**src/prp_pkg.sv**
```systemverilog
// package for the port 2 and shared reset pin block
package prp_pkg;
    localparam int P2_WIDTH = 5;
    // positions of port 2 bits inside the 5-bit vector (bit 5 sits at index 4)
    localparam int IDX_BIT0 = 0;
    localparam int IDX_BIT1 = 1;
    localparam int IDX_MOSI = 2;
    localparam int IDX_MISO = 3;
    localparam int IDX_SCK  = 4;
    // first instruction address after reset
    localparam logic [15:0] RESET_VECTOR = 16'h0000;
    // port mode encodings
    typedef enum logic [1:0] {
        PM_QUASI  = 2'b00,
        PM_PUSH   = 2'b01,
        PM_INPUT  = 2'b10,
        PM_OPEN   = 2'b11
    } prp_mode_e;
    localparam logic [1:0] MODE_RESET = 2'b10;
    localparam logic [4:0] P2_LATCH_RESET = 5'h1f;
    // power-on sequence states
    typedef enum logic [1:0] {
        PS_POWER = 2'b00,
        PS_SAMPLE = 2'b01,
        PS_RUN   = 2'b10
    } prp_pwr_e;
    // one port 2 pin as three signals
    typedef struct packed {
        logic o;
        logic oe;
        logic pu;
    } prp_pin_s;
endpackage

```
**src/prp_port2_reset.sv**
```systemverilog
// shared reset pin and port 2 pin logic
// Operation
// - low on the shared pin as reset resets all ports and peripherals
// - after external reset release the processor fetches from address zero
// - pin is a reset during power-on, otherwise only when configuration selects it
// - pin sampled in power-on sequence to choose in-system programming mode
// - otherwise the pin is only input port1 bit 5, never driven
// - port 2 has five bits, 0 to 3 and 5, each configurable
// - during reset port 2 is input only with pull-up off
// - each port 2 pin configured independently and behaves per its mode
// - bit 2 as MOSI drives in master role, input in slave role
// - bit 3 as MISO input in master role, drives in slave role
// - bit 5 as serial clock drives in master role, input in slave role
`timescale 1ns/1ps
module prp_port2_reset #(
    parameter int POR_CYCLES = 8
) (
    // clock and reset
    input  wire logic                     sys_clk,
    input  wire logic                     rst_n,
    // shared reset pin
    input  wire logic                     rst_pin_i,
    input  wire logic                     user_config_byte_one_rst_en,
    output      logic                     port1_bit5_input,
    output      logic                     rst_pin_oe,
    output      logic                     in_system_programming_mode,
    output      logic                     periph_rst_n,
    output      logic [15:0]              fetch_addr,
    output      logic                     fetch_addr_load,
    // port 2 configuration and data
    input  wire logic [9:0]               p2_mode_i,
    input  wire logic [4:0]               p2_latch_wr_data,
    input  wire logic                     p2_latch_wr,
    input  wire logic                     spi_en,
    input  wire logic                     spi_master,
    input  wire logic                     spi_mosi_out,
    input  wire logic                     spi_miso_out,
    input  wire logic                     spi_sck_out,
    // port 2 pins
    input  wire logic [4:0]               p2_pin_i,
    output      logic [4:0]               p2_pin_o,
    output      logic [4:0]               p2_pin_oe,
    output      logic [4:0]               p2_pullup_en,
    output      logic [4:0]               p2_in
);
    localparam int PW = prp_pkg::P2_WIDTH;

    // synchronisers: top bit is the shared pin, the rest the port 2 pins
    logic [5:0] sync1_q, sync1_d, sync2_q, sync2_d;
    // power-on and reset state
    prp_pkg::prp_pwr_e pwr_q, pwr_d;
    logic [7:0] por_cnt_q, por_cnt_d;
    logic       isp_q, isp_d;
    logic       ext_rst_q, ext_rst_d;
    logic       load_q, load_d;
    // port 2 state
    logic [4:0] latch_q, latch_d;
    logic [9:0] mode_q, mode_d;
    logic       pin_rst_s;
    logic       in_reset;

    always_comb begin
        sync1_d = {rst_pin_i, p2_pin_i};
        sync2_d = sync1_q;
    end

    // released pins read high, so no false reset or edge follows rst_n
    always_ff @(posedge sys_clk or negedge rst_n) begin
        if (!rst_n) begin
            sync1_q <= 6'h3f;
            sync2_q <= 6'h3f;
        end else begin
            sync1_q <= sync1_d;
            sync2_q <= sync2_d;
        end
    end

    // pin is a reset while powering up, afterwards only if enabled
    assign pin_rst_s = ~sync2_q[5] & ((pwr_q != prp_pkg::PS_RUN) | user_config_byte_one_rst_en);
    assign in_reset  = ext_rst_q | (pwr_q != prp_pkg::PS_RUN);

    always_comb begin
        pwr_d     = pwr_q;
        por_cnt_d = por_cnt_q;
        isp_d     = isp_q;
        load_d    = 1'b0;
        ext_rst_d = pin_rst_s & (pwr_q == prp_pkg::PS_RUN);
        case (pwr_q)
            prp_pkg::PS_POWER: begin
                if (por_cnt_q == 8'(POR_CYCLES - 1)) begin
                    pwr_d = prp_pkg::PS_SAMPLE;
                end else begin
                    por_cnt_d = por_cnt_q + 8'h01;
                end
            end
            prp_pkg::PS_SAMPLE: begin
                isp_d  = ~sync2_q[5];
                pwr_d  = prp_pkg::PS_RUN;
                load_d = 1'b1;
            end
            prp_pkg::PS_RUN: begin
                if (ext_rst_q & ~pin_rst_s) begin
                    load_d = 1'b1;
                end
            end
            default: pwr_d = prp_pkg::PS_POWER;
        endcase
    end

    // power-on sequence and external reset state
    always_ff @(posedge sys_clk or negedge rst_n) begin
        if (!rst_n) begin
            pwr_q     <= prp_pkg::PS_POWER;
            por_cnt_q <= 8'h00;
            isp_q     <= 1'b0;
            ext_rst_q <= 1'b0;
            load_q    <= 1'b0;
        end else begin
            pwr_q     <= pwr_d;
            por_cnt_q <= por_cnt_d;
            isp_q     <= isp_d;
            ext_rst_q <= ext_rst_d;
            load_q    <= load_d;
        end
    end

    // port latches return to their reset value whenever the chip is in reset
    always_comb begin
        latch_d = latch_q;
        if (in_reset) begin
            latch_d = prp_pkg::P2_LATCH_RESET;
        end else if (p2_latch_wr) begin
            latch_d = p2_latch_wr_data;
        end
    end

    always_ff @(posedge sys_clk or negedge rst_n) begin
        if (!rst_n) begin
            latch_q <= prp_pkg::P2_LATCH_RESET;
        end else begin
            latch_q <= latch_d;
        end
    end

    // modes are forced to input only through reset, software values ignored
    always_comb begin
        mode_d = p2_mode_i;
        if (in_reset) begin
            mode_d = {PW{prp_pkg::MODE_RESET}};
        end
    end

    always_ff @(posedge sys_clk or negedge rst_n) begin
        if (!rst_n) begin
            mode_q <= {PW{prp_pkg::MODE_RESET}};
        end else begin
            mode_q <= mode_d;
        end
    end

    assign port1_bit5_input           = sync2_q[5];
    assign rst_pin_oe                 = 1'b0;
    assign in_system_programming_mode = isp_q;
    assign periph_rst_n               = ~in_reset;
    assign fetch_addr                 = prp_pkg::RESET_VECTOR;
    assign fetch_addr_load            = load_q;
    assign p2_in                      = sync2_q[4:0];

    // port 2 positions that the spi may take over
    function automatic logic is_spi_pos(input int idx);
        return (idx == prp_pkg::IDX_MOSI) || (idx == prp_pkg::IDX_MISO) || (idx == prp_pkg::IDX_SCK);
    endfunction

    // miso runs against the other two spi pins
    function automatic logic spi_drives(input int idx, input logic master);
        return (idx == prp_pkg::IDX_MISO) ? ~master : master;
    endfunction

    // the clock takes whichever spi position is not a data line
    function automatic logic spi_value(input int idx, input logic mosi, input logic miso, input logic sck);
        logic v;
        v = sck;
        if (idx == prp_pkg::IDX_MOSI) begin
            v = mosi;
        end else if (idx == prp_pkg::IDX_MISO) begin
            v = miso;
        end
        return v;
    endfunction

    // quasi and open-drain only ever pull low; quasi adds the pull-up on a one
    function automatic prp_pkg::prp_pin_s gpio_drive(input logic [1:0] mode, input logic latch);
        prp_pkg::prp_pin_s d;
        d = '{o: 1'b0, oe: 1'b0, pu: 1'b0};
        case (prp_pkg::prp_mode_e'(mode))
            prp_pkg::PM_QUASI: d = '{o: 1'b0, oe: ~latch, pu: latch};
            prp_pkg::PM_PUSH:  d = '{o: latch, oe: 1'b1, pu: 1'b0};
            prp_pkg::PM_INPUT: d = '{o: 1'b0, oe: 1'b0, pu: 1'b0};
            prp_pkg::PM_OPEN:  d = '{o: 1'b0, oe: ~latch, pu: 1'b0};
            default:           d = '{o: 1'b0, oe: 1'b0, pu: 1'b0};
        endcase
        return d;
    endfunction

    // per-pin output drive
    for (genvar i = 0; i < PW; i++) begin : g_pin
        prp_pkg::prp_pin_s pin;
        logic              spi_pin, spi_drive, spi_val;
        always_comb begin
            spi_pin   = spi_en & is_spi_pos(i);
            spi_drive = spi_drives(i, spi_master);
            spi_val   = spi_value(i, spi_mosi_out, spi_miso_out, spi_sck_out);
            pin       = gpio_drive(mode_q[2*i +: 2], latch_q[i]);
            if (in_reset) begin
                pin = '{o: 1'b0, oe: 1'b0, pu: 1'b0};
            end else if (spi_pin) begin
                pin = '{o: spi_val, oe: spi_drive, pu: 1'b0};
            end
        end
        assign p2_pin_o[i]     = pin.o;
        assign p2_pin_oe[i]    = pin.oe;
        assign p2_pullup_en[i] = pin.pu;
    end
endmodule

```
**config.mk**
```make
export PLATFORM = sky130hd
export DESIGN_NAME = prp_port2_reset
export DESIGN_NICKNAME = d
export VERILOG_FILES = /design/src/prp_pkg.sv /design/src/prp_port2_reset.sv
export SDC_FILE = /design/constraint.sdc
export NUM_CORES = 1
export LEC_CHECK = 0
export ABC_CLOCK_PERIOD_IN_PS = 2000
export BUFFER_PORTS_ARGS = -buffer_cell sky130_fd_sc_hd__buf_2
export CORE_ASPECT_RATIO = 1.5
export CORE_MARGIN = 2
export CORE_UTILIZATION = 43
export CTS_CLUSTER_DIAMETER = 50
export DETAILED_ROUTE_END_ITERATION = 6
export GPL_TIMING_DRIVEN = 0
export PLACE_DENSITY_LB_ADDON = 0.3
export SLEW_MARGIN = 20
export SYNTH_ARGS = -nofsm -noshare
export SYNTH_HDL_FRONTEND = slang
export SYNTH_SLANG_ARGS = --single-unit
```
**constraint.sdc**
```tcl
create_clock -name sys_clk -period 2 [get_ports sys_clk]
set_clock_uncertainty 0.2 [all_clocks]
set_input_delay 0.4 -clock sys_clk [delete_from_list [all_inputs] [get_ports sys_clk]]
set_output_delay 0.4 -clock sys_clk [all_outputs]
set_load 0.05 [all_outputs]
```
# [Word level (Yosys, flattened, before mapping)]
# Cells that the tools add are included.
[totals] ramBits=0 regBits=40 latch_bits=0 in_bits=30 romBits=0 memories=0
[classes] order_cmp=0 n_div=0 n_shift=0 n_reduce_logical=9 n_bitwise=16 eq_ne=20 mux=20 multipliers=0 n_addsub=1
[op_table] cell="3-bit case mux with 4 select lines" count=5
[op_table] cell="3-bit two-way mux" count=8
[op_table] cell="2-bit == test, second input constant" count=11
[op_table] cell="2-bit by 1-bit == test with 1-bit output, second input constant" count=6
[op_table] cell="2-bit logical NOT" count=6
[op_table] cell="1-bit inverter" count=11
[op_table] cell="10-bit two-way mux" count=1
[op_table] cell="5-bit two-way mux" count=2
[op_table] cell="8-bit by 1-bit adder with 8-bit output, second input constant" count=1
[op_table] cell="8-bit by 3-bit == test with 1-bit output, second input constant" count=1
[op_table] cell="2-bit case mux with 3 select lines" count=1
[op_table] cell="2-bit != test, second input constant" count=2
[op_table] cell="2-bit AND reduction" count=2
[op_table] cell="1-bit bitwise AND" count=3
[op_table] cell="2-bit two-way mux" count=1
[op_table] cell="1-bit bitwise OR" count=2
[op_table] cell="1-bit case mux with 2 select lines" count=1
[op_table] cell="2-bit nonzero test" count=1
[op_table] cell="1-bit two-way mux" count=1

# [Logic depth before layout (Yosys ltp)]
[logic_depth] word_depth=7 depth_mapped=6 mapped_depth_nobuf=5

# [Worst setup path after synthesis]
# No wires, ideal clock.
[synth_path] kind="register to output" from="reg pwr_q[0]" to="out p2_pullup_en[2]" setup_slack_ns=-1.232 path_buffers=2 t_arrival_ns=2.632 stages_incl_launch_ff=7 required_time_ns=1.400 path_cell_list="dfrtp_1 -> inv_1 -> ha_1 -> nand2b_1 -> clkbuf_1 -> clkbuf_1 -> nor4_1"
[synth_via] elab_chain_len=3
[synth_lines] element="start: declaration" line_no="prp_port2_reset.sv:51" source="prp_pkg::prp_pwr_e pwr_q, pwr_d;"
[synth_lines] element="start signal: assignment" line_no="prp_port2_reset.sv:113" source="pwr_q <= prp_pkg::PS_POWER;"
[synth_lines] element="start signal: assignment" line_no="prp_port2_reset.sv:119" source="pwr_q <= pwr_d;"
[synth_lines] element="2-bit != test" line_no="prp_port2_reset.sv:80" source="assign in_reset = ext_rst_q | (pwr_q != prp_pkg::PS_RUN);"
[synth_lines] element="1-bit bitwise OR" line_no="prp_port2_reset.sv:80"
[synth_lines] element="3-bit two-way mux" line_no="prp_port2_reset.sv:214" source="if (in_reset) begin"
[synth_lines] element="end: declaration" line_no="prp_port2_reset.sv:43" source="output logic [4:0] p2_pullup_en,"
# Every way passes these cells.

# [Worst setup path after layout]
# Same ends and word-level chain as after synthesis.

==> summary.md <==
| Metric | Value |
|---|---|
| Final layout net count | `293` |
| Rel. slew slack | `0.4513` |
| TritonCTS Buffers | `5` |
| First-pass GRT wire length | `6.258 mm` |
| Reg2reg end | `pwr_q[1]` |
| Setup-failing EPs final | `17` |
| CP cell instances | `inv_2 -> ha_4 -> nand2b_4 -> clkbuf_16 -> clkbuf_16 -> nor4_4 -> buf_6` |
| Yosys top cell area share | `0.3136` |
| Met3 WL | `156 um` |
| Diodes inserted | `0` |
| Final Hold Violating Endpoints | `4` |
| Placed Area | `about 2400 sq um` |
| Max Cap Viol | `0` |
| Failing checks | `hold timing, setup timing` |
| Outcome | `finished, violations left` |
| WP data required | `1400 ps` |
| Detailed-route via count | `1462` |
| Met1 WL | `1.328 mm` |
| Sequential share of the synthesized area | `0.5580` |
| CP max stage cell | `dfrtp_1` |
| Die ar. | `4837 sq um` |
| Hold/Removal Path Class | `primary input to async pin` |
| Rows | `29` |
| Die boundary height | `between 80 and 90 um` |
| Finished Cell Area | `2788 sq um` |
| Worst-Skew Late Latency | `around 290 ps` |
| CP most frequent cell | `clkbuf_16` |
| Detailed Routing Iterations Pass 1 | `4` |
| Synthesis-stage register bit count | `40` |
| Detailed Route WL | `about 3.9 mm` |
| Number of flops mapped to enable cells by yosys | `0` |
| Initial core utilization | `0.4417` |
| Area growth from synthesis to final layout | `51.26%` |
| Layout cell share with drive strength beyond 1 | `0.5423` |
| Top FF cell, synth | `dfstp_2` |
| Hpwl dp | `2.686 mm` |
| PwrDens | `672.3 nW/um^2` |
| Synth Cell Area | `1843 sq um` |
| I/O pins | `71` |
| GRT Util Overall | `0.1688` |
| Crit-path max cell delay | `400 ps` |
| # DRC | `0` |
| WS Path Type | `flip-flop to output port` |
| CP Capture Type | `output port` |
| Core Region | `4173 sq um` |
| Met2 WL | `about 2.2 mm` |
| CTS tree | `done` |
| YS warnings | `0` |
| Clock-pin slew on the worst setup and hold paths | `80 ps` |
| Setup_tns | `-3470 ps` |
| Synth area leaders | `dfstp_2, dfrtp_1, buf_4` |
| Initial DRC Count | `62` |
| Leading cell types by count after synthesis | `dfstp_2, dfrtp_1, buf_4` |
| Routed wire per std cell | `12.61 um` |
| R2R setup slack | `-90 ps` |
| Largest net degree at the start of global routing | `41` |
| Vias/cell | `around 4.8` |
| RD Place Congestion | `around 0.79` |
| GRT overflow | `0` |
| Final min period | `2246 ps` |
| Port-buffer cells | `52` |
| Initial antenna violation count | `0` |
| Crit start category | `flip-flop` |
| Post-synth ARST share | `1.000` |
| Top sig layer | `met4` |
| Crit path max fanout | `8` |
| H-tree depth | `2` |
| Vias in the first global route | `1387` |
| Post-route ant nets | `0` |
| Area leader, netlist | `dfstp_2` |
| CTS Buffer Depth | `2` |
| Setup slack after layout | `-245.6 ps` |
| Root buffer cell | `clkbuf_8` |
| Synth unique cells | `36` |
| Max-slew violations | `0` |
| Most common cell in the netlist | `dfstp_2` |
| Worst-Margin Slew | `roughly 820 ps` |
| Max rail drop VDD | `0.0005681 V` |
| Critical R2R Launch | `pwr_q[0]` |
| Worst r2r path cells | `7` |
| Sink Count | `40` |
| Cells after Synth | `167` |
| Max Fclk | `445.3 MHz` |
| LEAKAGE | `0.001338 uW` |
| Period utilization | `1.123` |
| Synthesized area per cell | `11.04 sq um` |
| RSZ-0062 raised after global routing | `true` |
| WHS | `-4.610 ps` |
| Worst endpoint data arrival time | `1650 ps` |
| Width of the die | `57.46 um` |
==> cell usage in the layout (no fill, tap or decap), types with 3 or more instances in the layout <==
cell / Yosys / routed
o21ai_0: 3 / 3
conb_1: 1 / 17
or2_2: 5 / 5
nand2_1: 9 / 9
inv_1: 11 / 10
dfstp_2: 22 / 22
buf_2: 0 / 36
nand4_1: 3 / 3
nor2_1: 12 / 7
buf_4: 17 / 28
ha_1: 4 / 3
mux2i_1: 4 / 4
and2_1: 6 / 6
nor2_4: 0 / 4
dlygate4sd3_1: 0 / 6
a21oi_1: 5 / 4
dfrtp_1: 18 / 18
xor2_1: 3 / 3
clkbuf_8: 0 / 6
buf_6: 0 / 16
nand2b_1: 5 / 4
nor4_4: 0 / 7
==> per-stage QoR <==
stage | utilization | cells | hold WS [ps] | setup WS [ps] | power (uW)
floorplan | - | 183 | -95.59 | -237.1 | 1215
global placement | 0.5733 | 281 | 145.6 | -218.4 | 1298
detailed placement | 0.5733 | 281 | 147.2 | -227.4 | 1302
CTS | 0.6510 | 301 | 31.03 | -257.6 | 1892
global route | 0.6681 | 306 | 62.19 | -351.1 | 1963
finish | 0.6681 | 306 | -4.610 | -245.6 | 1874
==> cell type report <==
type / count / area (sq um)
Clock buffer: 5 / 68.82
Tap cell: 46 / 57.56
Clock inverter: 3 / 23.77
Sequential cell: 40 / 1028
Timing Repair Buffer: 70 / 516.7
Buffer: 21 / 186.4
Multi-Input combinational cell: 110 / 864.6
Fill cell: 340 / 1385
Inverter: 11 / 41.29
==> per-layer routing <==
metal,vias to the layer above,global-route usage
met2,41,0.3130
met4,0,0.08457
met3,13,0.03236
li1,712,-
met1,696,0.1731
met5,-,0
==> report_power, final <==
| part | switching (uW) | internal (uW) | leakage, uW |
|---|---|---|---|
| logic | 287 | 161 | 0.000848 |
| registers | 26.9 | 869 | 0.000450 |
| clock network | 284 | 246 | 0.0000404 |
| total | 598 | 1280 | 0.00134 |
==> cell families after synthesis <==
group           synth area share
compound gates           0.07467
xor+xnor                 0.02377
fa+ha+maj                0.03802
buf+inv                   0.1018
flops                     0.5580
mux                      0.04005
other cells             0.002035
simple gates              0.1616
==> repair_timing <==
action	4_1_cts	5_1_grt
setup buffers	6	5
hold buffers	6	0
gates cloned	1	0
pin swaps	3	2
gates resized for setup	34	9
setup endpoints to repair	16	17
hold endpoints to repair	6	0
==> sequential cells by signal, summed over array words and instances, names as in the netlist <==
name	flops
fetch_addr_load	1
sync1_q	6
ext_rst_q	1
por_cnt_q	8
pwr_q	2
latch_q	5
sync2_q	6
in_system_programming_mode	1
mode_q	10
==> critical path, delay by kind of cell (launching register included) <==
family,cells,cell delay (ps)
adders and majority gates,1,150
buffers and inverters,4,600
DFF,1,400
and+or+nand+nor,2,200
==> how the worst max path moves through the flow <==
stage	from	to	slack (ps)	cells after the start
final	pwr_q[0]	p2_pullup_en[2]	-250	7
after floorplan	pwr_q[0]	p2_pin_o[0]	-240	6
after CTS	pwr_q[0]	p2_pin_o[1]	-260	7
after global routing	pwr_q[0]	p2_pin_o[0]	-350	7
after detailed placement	spi_en	p2_pin_o[3]	-230	6
after global placement	spi_en	p2_pin_o[3]	-220	6
Power figures use the tool's default switching activity.
